`src/shared/vdram_map.vh`:
```
// Timing counts and encodings for the video dram controller
`ifndef VDRAM_MAP_VH
`define VDRAM_MAP_VH
`define CLK_MHZ 40
`define T_STEP_NS 100
// Sized to the step counter; equals T_STEP_NS rounded up at CLK_MHZ
`define STEP_CYC 8'h04
`define T_RAS_MAX_US 100
`define RAS_MAX_CYC ((`T_RAS_MAX_US*`CLK_MHZ)-1)
`define T_REF_MS 8
`define REF_ROWS 512
`define REF_PERIOD_CYC ((`T_REF_MS*1000*`CLK_MHZ)/`REF_ROWS)
`define SC_HALF_CYC 8'h04
`define CMD_READ 3'h0
`define CMD_WRITE 3'h1
`define CMD_RD_XFER 3'h2
`define CMD_WR_XFER 3'h3
`define CMD_PWR_XFER 3'h4
`define CMD_SHIFT 3'h5
`endif

```
`src/design/vdram_host.v`:
```
// Host controller driving the dual-port video dram pins
`timescale 1ns/1ps
`include "vdram_map.vh"

//
// Contract
// - Mask presented at every row strobe fall (the refresh row fall leaves the pins released)
// - Serial clock steady during transfers
// - Row strobe active at most 100 us
// - Refresh all 512 rows per 8 ms
// - Read transfer: column high, write-enable high
// - Write transfer: column, write-enable, serial-enable low
// - Pseudo-write: column high, serial-enable high
module vdram_host #(
  parameter REF_PERIOD = `REF_PERIOD_CYC,
  parameter RAS_MAX = `RAS_MAX_CYC
) (
  input wire SYS_CLK_I,
  input wire ARST_N_I,
  input wire CMD_VALID_I,
  input wire [2:0] CMD_I,
  input wire [8:0] ROW_I,
  input wire [8:0] COL_I,
  input wire [3:0] WDATA_I,
  input wire [3:0] MASK_I,
  input wire MASK_EN_I,
  input wire [3:0] SDATA_I,
  output reg CMD_READY_O,
  output reg [3:0] RDATA_O,
  output reg RDATA_VALID_O,
  output reg [3:0] SDATA_O,
  output reg SDATA_VALID_O,
  output reg SERIAL_OUT_MODE_O,
  output reg ROW_STROBE_N_O,
  output reg COL_STROBE_N_O,
  output reg TRANSFER_OR_OUTPUT_ENABLE_N_O,
  output reg MASK_SELECT_OR_WRITE_ENABLE_N_O,
  output reg [8:0] MULTIPLEXED_ADDRESS_PINS_O,
  output reg [3:0] PARALLEL_DATA_MASK_PINS_O,
  output reg PARALLEL_DATA_MASK_PINS_OE_N_O,
  input wire [3:0] PARALLEL_DATA_MASK_PINS_I,
  output reg SERIAL_SHIFT_CLOCK_O,
  output reg SERIAL_PORT_ENABLE_N_O,
  output reg [3:0] SERIAL_DATA_PINS_O,
  output reg SERIAL_DATA_PINS_OE_N_O,
  input wire [3:0] SERIAL_DATA_PINS_I
);

////////////////////////////////////////////////////////////////////////////////
// Reset release and pin sampling

reg [1:0] rst_sync_q;
wire rst_n = rst_sync_q[1];
always @(posedge SYS_CLK_I or negedge ARST_N_I) begin
  if (!ARST_N_I) begin
    rst_sync_q <= 2'h0;
  end else begin
    rst_sync_q <= {rst_sync_q[0], 1'b1};
  end
end

// Three stages; second and third agree before use
reg [3:0] pd_s1_q, pd_s2_q, pd_s3_q, pd_q;
reg [3:0] sd_s1_q, sd_s2_q, sd_s3_q, sd_q;
always @(posedge SYS_CLK_I or negedge rst_n) begin
  if (!rst_n) begin
    pd_s1_q <= 4'h0;
    pd_s2_q <= 4'h0;
    pd_s3_q <= 4'h0;
    pd_q <= 4'h0;
    sd_s1_q <= 4'h0;
    sd_s2_q <= 4'h0;
    sd_s3_q <= 4'h0;
    sd_q <= 4'h0;
  end else begin
    pd_s1_q <= PARALLEL_DATA_MASK_PINS_I;
    pd_s2_q <= pd_s1_q;
    pd_s3_q <= pd_s2_q;
    if (pd_s2_q == pd_s3_q) begin
      pd_q <= pd_s3_q;
    end
    sd_s1_q <= SERIAL_DATA_PINS_I;
    sd_s2_q <= sd_s1_q;
    sd_s3_q <= sd_s2_q;
    if (sd_s2_q == sd_s3_q) begin
      sd_q <= sd_s3_q;
    end
  end
end

////////////////////////////////////////////////////////////////////////////////
// Step timer and refresh demand

reg [7:0] step_q;
wire step_done = (step_q == 8'h0);
reg [31:0] ref_cnt_q;
reg ref_pend_q;
reg [31:0] ras_cnt_q;
wire ref_tick = (ref_cnt_q == 32'h0);

localparam S_IDLE = 8'h01;
localparam S_ROW = 8'h02;
localparam S_COL = 8'h04;
localparam S_DATA = 8'h08;
localparam S_END = 8'h10;
localparam S_CBR = 8'h20;
localparam S_SHIFT = 8'h40;
localparam S_PRE = 8'h80;

reg [7:0] st_q;
reg [2:0] cmd_q;
reg [8:0] col_q;
reg [3:0] wdata_q;
reg [7:0] sc_cnt_q;

always @(posedge SYS_CLK_I or negedge rst_n) begin
  if (!rst_n) begin
    ref_cnt_q <= 32'h0;
    ref_pend_q <= 1'b0;
  end else begin
    ref_cnt_q <= ref_tick ? REF_PERIOD - 1 : ref_cnt_q - 32'h1;
    // Set wins over the clear
    if (ref_tick) begin
      ref_pend_q <= 1'b1;
    end else if (st_q == S_CBR && !ROW_STROBE_N_O && step_done) begin
      ref_pend_q <= 1'b0;
    end
  end
end

////////////////////////////////////////////////////////////////////////////////
// Main sequencer

always @(posedge SYS_CLK_I or negedge rst_n) begin
  if (!rst_n) begin
    st_q <= S_IDLE;
    step_q <= 8'h0;
    cmd_q <= 3'h0;
    col_q <= 9'h0;
    wdata_q <= 4'h0;
    sc_cnt_q <= 8'h0;
    ras_cnt_q <= 32'h0;
    CMD_READY_O <= 1'b0;
    RDATA_O <= 4'h0;
    RDATA_VALID_O <= 1'b0;
    SDATA_O <= 4'h0;
    SDATA_VALID_O <= 1'b0;
    SERIAL_OUT_MODE_O <= 1'b0;
    ROW_STROBE_N_O <= 1'b1;
    COL_STROBE_N_O <= 1'b1;
    TRANSFER_OR_OUTPUT_ENABLE_N_O <= 1'b1;
    MASK_SELECT_OR_WRITE_ENABLE_N_O <= 1'b1;
    MULTIPLEXED_ADDRESS_PINS_O <= 9'h0;
    PARALLEL_DATA_MASK_PINS_O <= 4'h0;
    PARALLEL_DATA_MASK_PINS_OE_N_O <= 1'b1;
    SERIAL_SHIFT_CLOCK_O <= 1'b0;
    SERIAL_PORT_ENABLE_N_O <= 1'b1;
    SERIAL_DATA_PINS_O <= 4'h0;
    SERIAL_DATA_PINS_OE_N_O <= 1'b1;
  end else begin
    RDATA_VALID_O <= 1'b0;
    SDATA_VALID_O <= 1'b0;
    CMD_READY_O <= 1'b0;
    ras_cnt_q <= ROW_STROBE_N_O ? 32'h0 : ras_cnt_q + 32'h1;
    if (!step_done) begin
      step_q <= step_q - 8'h1;
    end
    case (st_q)
      S_IDLE: begin
        if (ref_pend_q) begin
          // Column before row gives counter refresh
          COL_STROBE_N_O <= 1'b0;
          step_q <= `STEP_CYC;
          st_q <= S_CBR;
        end else if (CMD_VALID_I && CMD_READY_O) begin
          cmd_q <= CMD_I;
          col_q <= COL_I;
          wdata_q <= WDATA_I;
          if (CMD_I == `CMD_SHIFT) begin
            // Pins carry serial data only in input mode
            SERIAL_PORT_ENABLE_N_O <= 1'b0;
            SERIAL_DATA_PINS_O <= SDATA_I;
            sc_cnt_q <= `SC_HALF_CYC;
            st_q <= S_SHIFT;
          end else begin
            // Controls set up before row fall, held at least through it
            MULTIPLEXED_ADDRESS_PINS_O <= ROW_I;
            TRANSFER_OR_OUTPUT_ENABLE_N_O <= (CMD_I == `CMD_READ ||
              CMD_I == `CMD_WRITE);
            MASK_SELECT_OR_WRITE_ENABLE_N_O <= !((CMD_I == `CMD_WRITE &&
              MASK_EN_I) || CMD_I == `CMD_WR_XFER ||
              CMD_I == `CMD_PWR_XFER);
            SERIAL_PORT_ENABLE_N_O <= (CMD_I != `CMD_WR_XFER);
            COL_STROBE_N_O <= (CMD_I != `CMD_WR_XFER);
            // Mask always driven; ones write all lanes when unused
            PARALLEL_DATA_MASK_PINS_O <= (CMD_I == `CMD_WRITE &&
              MASK_EN_I) ? MASK_I : 4'hf;
            PARALLEL_DATA_MASK_PINS_OE_N_O <= 1'b0;
            step_q <= `STEP_CYC;
            st_q <= S_ROW;
          end
        end else begin
          // Drop ready ahead of a refresh so no command is lost
          CMD_READY_O <= !ref_tick;
        end
      end
      S_ROW: begin
        if (step_done) begin
          ROW_STROBE_N_O <= 1'b0;
          step_q <= `STEP_CYC;
          st_q <= S_COL;
        end
      end
      S_COL: begin
        if (step_done) begin
          MULTIPLEXED_ADDRESS_PINS_O <= col_q;
          // Column strobe cycled so the tap is latched in every transfer
          COL_STROBE_N_O <= 1'b1;
          PARALLEL_DATA_MASK_PINS_OE_N_O <= (cmd_q != `CMD_WRITE);
          PARALLEL_DATA_MASK_PINS_O <= wdata_q;
          if (cmd_q == `CMD_WRITE) begin
            // Data latched at later of strobe and write enable
            MASK_SELECT_OR_WRITE_ENABLE_N_O <= 1'b0;
          end
          if (cmd_q == `CMD_READ) begin
            TRANSFER_OR_OUTPUT_ENABLE_N_O <= 1'b0;
          end
          step_q <= `STEP_CYC;
          st_q <= S_DATA;
        end
      end
      S_DATA: begin
        if (step_done) begin
          COL_STROBE_N_O <= 1'b0;
          step_q <= (`STEP_CYC << 1);
          st_q <= S_END;
        end
      end
      S_END: begin
        // Row strobe never held past the limit
        if (step_done || ras_cnt_q >= RAS_MAX) begin
          if (cmd_q == `CMD_READ) begin
            RDATA_O <= pd_q;
            RDATA_VALID_O <= 1'b1;
          end
          // Transfer-enable rise completes the read transfer
          TRANSFER_OR_OUTPUT_ENABLE_N_O <= 1'b1;
          if (cmd_q == `CMD_RD_XFER) begin
            SERIAL_OUT_MODE_O <= 1'b1;
          end else if (cmd_q == `CMD_WR_XFER || cmd_q == `CMD_PWR_XFER) begin
            SERIAL_OUT_MODE_O <= 1'b0;
          end
          st_q <= S_PRE;
          step_q <= `STEP_CYC;
        end
      end
      S_CBR: begin
        if (step_done) begin
          if (ROW_STROBE_N_O) begin
            ROW_STROBE_N_O <= 1'b0;
            step_q <= (`STEP_CYC << 1);
          end else begin
            st_q <= S_PRE;
            step_q <= `STEP_CYC;
          end
        end
      end
      S_PRE: begin
        ROW_STROBE_N_O <= 1'b1;
        COL_STROBE_N_O <= 1'b1;
        MASK_SELECT_OR_WRITE_ENABLE_N_O <= 1'b1;
        SERIAL_PORT_ENABLE_N_O <= 1'b1;
        PARALLEL_DATA_MASK_PINS_OE_N_O <= 1'b1;
        if (step_done && ROW_STROBE_N_O) begin
          st_q <= S_IDLE;
        end
      end
      S_SHIFT: begin
        // Serial clock only toggles here, never in transfers
        SERIAL_DATA_PINS_OE_N_O <= SERIAL_OUT_MODE_O;
        if (sc_cnt_q != 8'h0) begin
          sc_cnt_q <= sc_cnt_q - 8'h1;
        end else if (!SERIAL_SHIFT_CLOCK_O) begin
          SERIAL_SHIFT_CLOCK_O <= 1'b1;
          sc_cnt_q <= `SC_HALF_CYC;
        end else begin
          SERIAL_SHIFT_CLOCK_O <= 1'b0;
          SDATA_O <= sd_q;
          SDATA_VALID_O <= SERIAL_OUT_MODE_O;
          SERIAL_PORT_ENABLE_N_O <= 1'b1;
          SERIAL_DATA_PINS_OE_N_O <= 1'b1;
          st_q <= S_IDLE;
        end
      end
      default: begin
        st_q <= S_IDLE;
      end
    endcase
  end
end

endmodule

```
`config.mk`:
```
export PLATFORM = sky130hd
export DESIGN_NAME = vdram_host
export DESIGN_NICKNAME = d
export VERILOG_FILES = /design/src/design/vdram_host.v
export VERILOG_INCLUDE_DIRS = /design/src /design/src/shared
export SDC_FILE = /design/constraint.sdc
export NUM_CORES = 1
export LEC_CHECK = 0
export BUFFER_PORTS_ARGS = -buffer_cell sky130_fd_sc_hd__clkbuf_2
export CORE_UTILIZATION = 30
export DETAILED_ROUTE_END_ITERATION = 6
export GPL_ROUTABILITY_DRIVEN = 1
export GPL_TIMING_DRIVEN = 0
export PLACE_DENSITY = 0.55
export SLEW_MARGIN = 20
export SYNTH_ARGS = -nofsm -noshare
export SYNTH_HDL_FRONTEND = slang
export SYNTH_SLANG_ARGS = --single-unit
```
`constraint.sdc`:
```
create_clock -name SYS_CLK_I -period 7.2 [get_ports SYS_CLK_I]
set_input_delay 1.08 -clock SYS_CLK_I [delete_from_list [all_inputs] [get_ports SYS_CLK_I]]
set_output_delay 1.08 -clock SYS_CLK_I [all_outputs]
set_load 0.1 [all_outputs]
```
* Yosys cells after proc, flatten, opt, wreduce, memory -nomap -nowiden
Cells that the tools add are included.
** Storage, ports and cells
- Flip-flop bits (word level) :: 176
- Bits of input ports :: 45
- Logic and storage cells :: 214
- Output and inout bits :: 37
** Operators by class
- Magnitude comparators :: 1
- Bitwise gates (word level) :: 2
- Mux-type cells :: 89
- Equal/unequal tests :: 39
- $add $sub $neg :: 4
- Reduce and logical (&&, ||, !) cells :: 44
** Operator list (count)
- two-way mux 8 bit :: 24
- two-way mux 32 bit :: 2
- one-hot mux 8 bit (8 select lines) :: 1
- two-way mux 1 bit :: 41
- one-hot mux 8 bit (5 select lines) :: 1
- two-way mux 9 bit :: 4
- adder 32 x 1 -> 32 bit, second input constant :: 1
- greater-or-equal comparator 32 x 12 -> 1 bit, second input constant :: 1
- logical NOT 32 bit :: 1
- subtractor 32 x 1 -> 32 bit, second input constant :: 1
- != test 2 bit, second input constant :: 15
- AND reduction 5 bit :: 5
- two-way mux 4 bit :: 6
- one-hot mux 9 bit (2 select lines) :: 1
- one-hot mux 8 bit (2 select lines) :: 1
- subtractor 8 x 1 -> 8 bit, second input constant :: 2
- one-hot mux 1 bit (3 select lines) :: 4
- AND reduction 3 bit :: 4
- AND reduction 10 bit :: 1
- nonzero test 2 bit :: 5
- == test 3 x 2 -> 1 bit, second input constant :: 3
- == test 3 bit, second input constant :: 3
- != test 3 bit, second input constant :: 3
- nonzero test 3 bit :: 3
- 30 further kinds :: 46

* Depth between registers and ports, before layout
- Word-level depth :: 9
- Mapped depth :: 9

* Least setup slack after synthesis
OpenSTA, ideal clock, no wires.
- Path kind :: input -> register
- From :: in CMD_VALID_I
- To :: reg MULTIPLEXED_ADDRESS_PINS_O[0]
- Path buffers :: 3
- Stages :: 7
- Required time :: 7066 ps
- Path slack :: 4402 ps
- Arrival time :: 2664 ps
- Path through :: and3b_1 clkbuf_1 a2111oi_0 a211o_1 clkbuf_1 clkbuf_1 o21ai_0
** On the way
- Cells in the longest elaborated chain, start to end :: 3
** Ends and longest elaborated chain
- from (decl) :: RTL line vdram_host.v:20 : input wire CMD_VALID_I,
- logical AND 1 bit :: RTL line vdram_host.v:175 : end else if (CMD_VALID_I && CMD_READY_O) begin
- != test 2 bit (no line)
- AND reduction 5 bit (no line)
- to (signal assigned) :: RTL line vdram_host.v:216 : MULTIPLEXED_ADDRESS_PINS_O <= col_q;
- to (decl) :: RTL line vdram_host.v:38 : output reg [8:0] MULTIPLEXED_ADDRESS_PINS_O,
No other way between the ends.
A chain may end at the register's enable or synchronous reset.

* Final worst setup path
- From :: in CMD_I[1]
- To :: reg MULTIPLEXED_ADDRESS_PINS_O[0]
** On the way
- Cells in the longest elaborated chain, start to end :: 3
** Ends and longest elaborated chain
- from (decl) :: RTL line vdram_host.v:21 : input wire [2:0] CMD_I,
- == test 3 bit (no line)
- != test 2 bit (no line)
- AND reduction 5 bit (no line)
No other way between the ends.

==> reports/metrics.yaml <==
floorplan:
  core_um2: 26100
  core.rowCount: 59
  ios: 82
  die_h_um: 165
  dieArea_um2: 27300
  die_w_um: 165
  start_util_pct: 30.6
clocking:
  htreeDepth: 4
  cts_root_buffer: "clkbuf_16"
  insertion_delay_ps: 440
  cts_sinks: 176
  ctsResizeCount: 0
  clockBufferDepth: 2
  clkTransAtPathRegs_ps: 80
  holdBufCountCts: 0
  cts_tree: "built"
  post-cts-setup-buffer-count: 0
  cts_buffers: 17
worst_hold_path:
  min_path_type: "reg -> async"
yosys:
  seq_area_frac_synth_pct: 55.1
  ys_warn_count: 0
  syn-cell-area_um2: 8010
  synth_cell_types: 61
  synth-edff-count: 0
  synthFlopType: "dfrtp_1"
  synthArstFlopShare_pct: 100
  syn_avg_cell_area_um2: 10.9
  synth_seq_cells: 176
  syn-num-nets: 787
  syn_inst: 734
power_and_ir_drop:
  pwr-share-seq_pct: 37.7
  p_sw_share_pct: 43.1
  peakVddDrop_mv: 0.246
  clkPwrFrac_pct: 27.0
  pwr-share-comb_pct: 35.3
  cellLeakagePower_nw: 4.35
  p_per_area_nw_per_um2: 366
  intPower_mw: 1.99
  power.switching_mw: 1.51
sta:
  fin_skew_ps: 16.8
  finalSetupViolations: 0
  hold-worst-slack_ps: 277
  hold_viol_final: 0
  fmax_mhz: 312
  fin_ws_ps: 3990
  max-slew-margin-rel_pct: 24.6
  final.setup.tns_ps: 0
  slew_viol_final: 0
  period_share_pct: 44.5
  worst_pin_slew_ps: 1120
  period_minus_slack_ps: 3210
  rsz0062_at_grt: "no"
detailed_routing:
  drtAntennaViolNets: 0
  routed_wl_um: 17700
  drc: 0
  firstDrtPassIters: 4
  vias: 5849
  viasPerCell: 4.93
  first_iter_violations: 269
  wl_per_cell_um: 14.9
layout:
  final_area_um2: 9580
  layout_commonest_cell: "dfrtp_1"
  drive_gt1_share_pct: 21.3
  num-fill-cells: 2727
  ff_latch_area_um2: 4420
  nets: 891
  syn2layout_area_growth_pct: 19.6
  multi_input_area_um2: 3470
  diodes: 0
  layout_common_cells: "dfrtp_1, nor2_1, clkbuf_2"
placed_design:
  pre_cts_ws_ps: 3260
  dp_hpwl_um: 12500
  dpl_cell_area_um2: 8940
  gp_congestion: 0.785
  placement.io_buffers: 81
critical_path:
  cp_max_fo: 10
  critPathRequiredTime_ps: 7510
  reg2reg_slack_ps: 4060
  reg2reg_from: "st_q[5]$_DFFE_PN0P_"
  endpoint_kind: "register"
  r2r_cells: 6
  cp-start-kind: "input port"
  path_class: "in -> reg"
  critPathArrivalTime_ps: 3510
  rr_endpoint: "MULTIPLEXED_ADDRESS_PINS_O[0]$_DFFE_PN0P_"
global_route:
  grt-ovfl-total: 0
  grt_max_degree: 51
  globalRouteTotalUtil_pct: 13.9
  grt_pass1_vias: 5811
  antenna_found_initial: 0
  grt_pass1_wl_um: 29500
status:
  outcome: "finished clean"
flow_run:
  drv_cap: 0
[cell usage after synthesis, types with 10 or more instances]
master | count | share of area, %
xnor2_1 | 31 | 3.4
nand2_1 | 46 | 2.2
or3_1 | 10 | 0.78
xor2_1 | 41 | 4.5
and3_1 | 10 | 0.78
inv_1 | 16 | 0.75
nand3_1 | 27 | 1.7
clkbuf_1 | 20 | 0.94
dfrtp_1 | 168 | 53
nor3_1 | 28 | 1.8
mux2i_1 | 11 | 1.4
o21ai_0 | 31 | 1.9
mux2_2 | 37 | 5.2
nor2_1 | 82 | 3.8
nor4_1 | 16 | 1.3
nand4_1 | 16 | 1.3
a21oi_1 | 17 | 1.1
or4_1 | 10 | 0.94
[worst max-delay path: stages]
cell and delay, ps:
clkbuf_2 140, nand3b_1 320, a2111oi_1 820, a211o_1 170, clkbuf_1 400, clkbuf_1 400, o21ai_0 170
[power by group through the flow]
stage,logic (mW),clock network (mW),registers (mW)
floorplan,0.523,0,1.77
global placement,1.21,0,1.35
detailed placement,1.25,0,1.34
CTS,1.25,0.974,1.32
global route,1.34,1.02,1.35
finish,1.24,0.945,1.32
[cell families after synthesis]
kind of cell / count (synthesis) / share of synthesized area (%)
flops: 176 / 55.1
mux: 48 / 6.58
simple gates: 294 / 19.3
compound gates: 96 / 7.88
fa+ha+maj: 8 / 1.25
buf+inv: 39 / 1.95
xor+xnor: 72 / 7.88
other cells: 1 / 0.0468
[how the worst max path moves through the flow]
stage | end | slack [ps] | cells after the start | startpoint
2_1_floorplan | CMD_READY_O$_DFF_PN0_ | 1950 | 0 | rst_sync_q[1]$_DFF_PN0_
3_3_place_gp | SDATA_O[1]$_DFFE_PN0P_ | -410 | 0 | rst_sync_q[1]$_DFF_PN0_
3_5_place_dp | PARALLEL_DATA_MASK_PINS_O[0]$_DFFE_PN0P_ | 3260 | 7 | CMD_I[1]
4_1_cts | MULTIPLEXED_ADDRESS_PINS_O[0]$_DFFE_PN0P_ | 3740 | 7 | CMD_I[1]
5_1_grt | PARALLEL_DATA_MASK_PINS_O[0]$_DFFE_PN0P_ | 3770 | 7 | CMD_I[1]
6_report | MULTIPLEXED_ADDRESS_PINS_O[0]$_DFFE_PN0P_ | 3990 | 7 | CMD_I[1]
[per-stage QoR]
stage               std cells  power, mW  utilization, %
CTS                      1186       3.54            36.6
floorplan                 734       2.29               -
detailed placement       1154       2.58            34.2
finish                   1186       3.50            36.6
global placement         1150       2.56            33.8
global route             1186       3.71            36.6
[registers in the layout, indices dropped and copies added, names as in the netlist, 8 cells and up]
signal / flops
MULTIPLEXED_ADDRESS_PINS_O: 9
sc_cnt_q: 8
ref_cnt_q: 32
ras_cnt_q: 32
col_q: 9
step_q: 8
st_q: 8
[layout make-up]
class | instances | area share, %
plain buffers | 23 | 1.01
clock buffers | 17 | 4.44
multi-input cells | 519 | 36.2
well taps | 335 | 4.38
repair buffers | 85 | 5.17
inverters | 16 | 0.627
clock inverters | 15 | 2.03
flip-flops and latches | 176 | 46.1
[per-layer routing]
metal / vias up / routed length, µm / GRT usage (%)
li1: 2846 / - / -
met2: 100 / 8270 / 22.2
met5: - / 0 / 0
met3: 20 / 819 / 4.07
met1: 2883 / 8360 / 17.7
met4: 0 / 252 / 5.04
No activity file was read; power rests on OpenSTA's default activity.
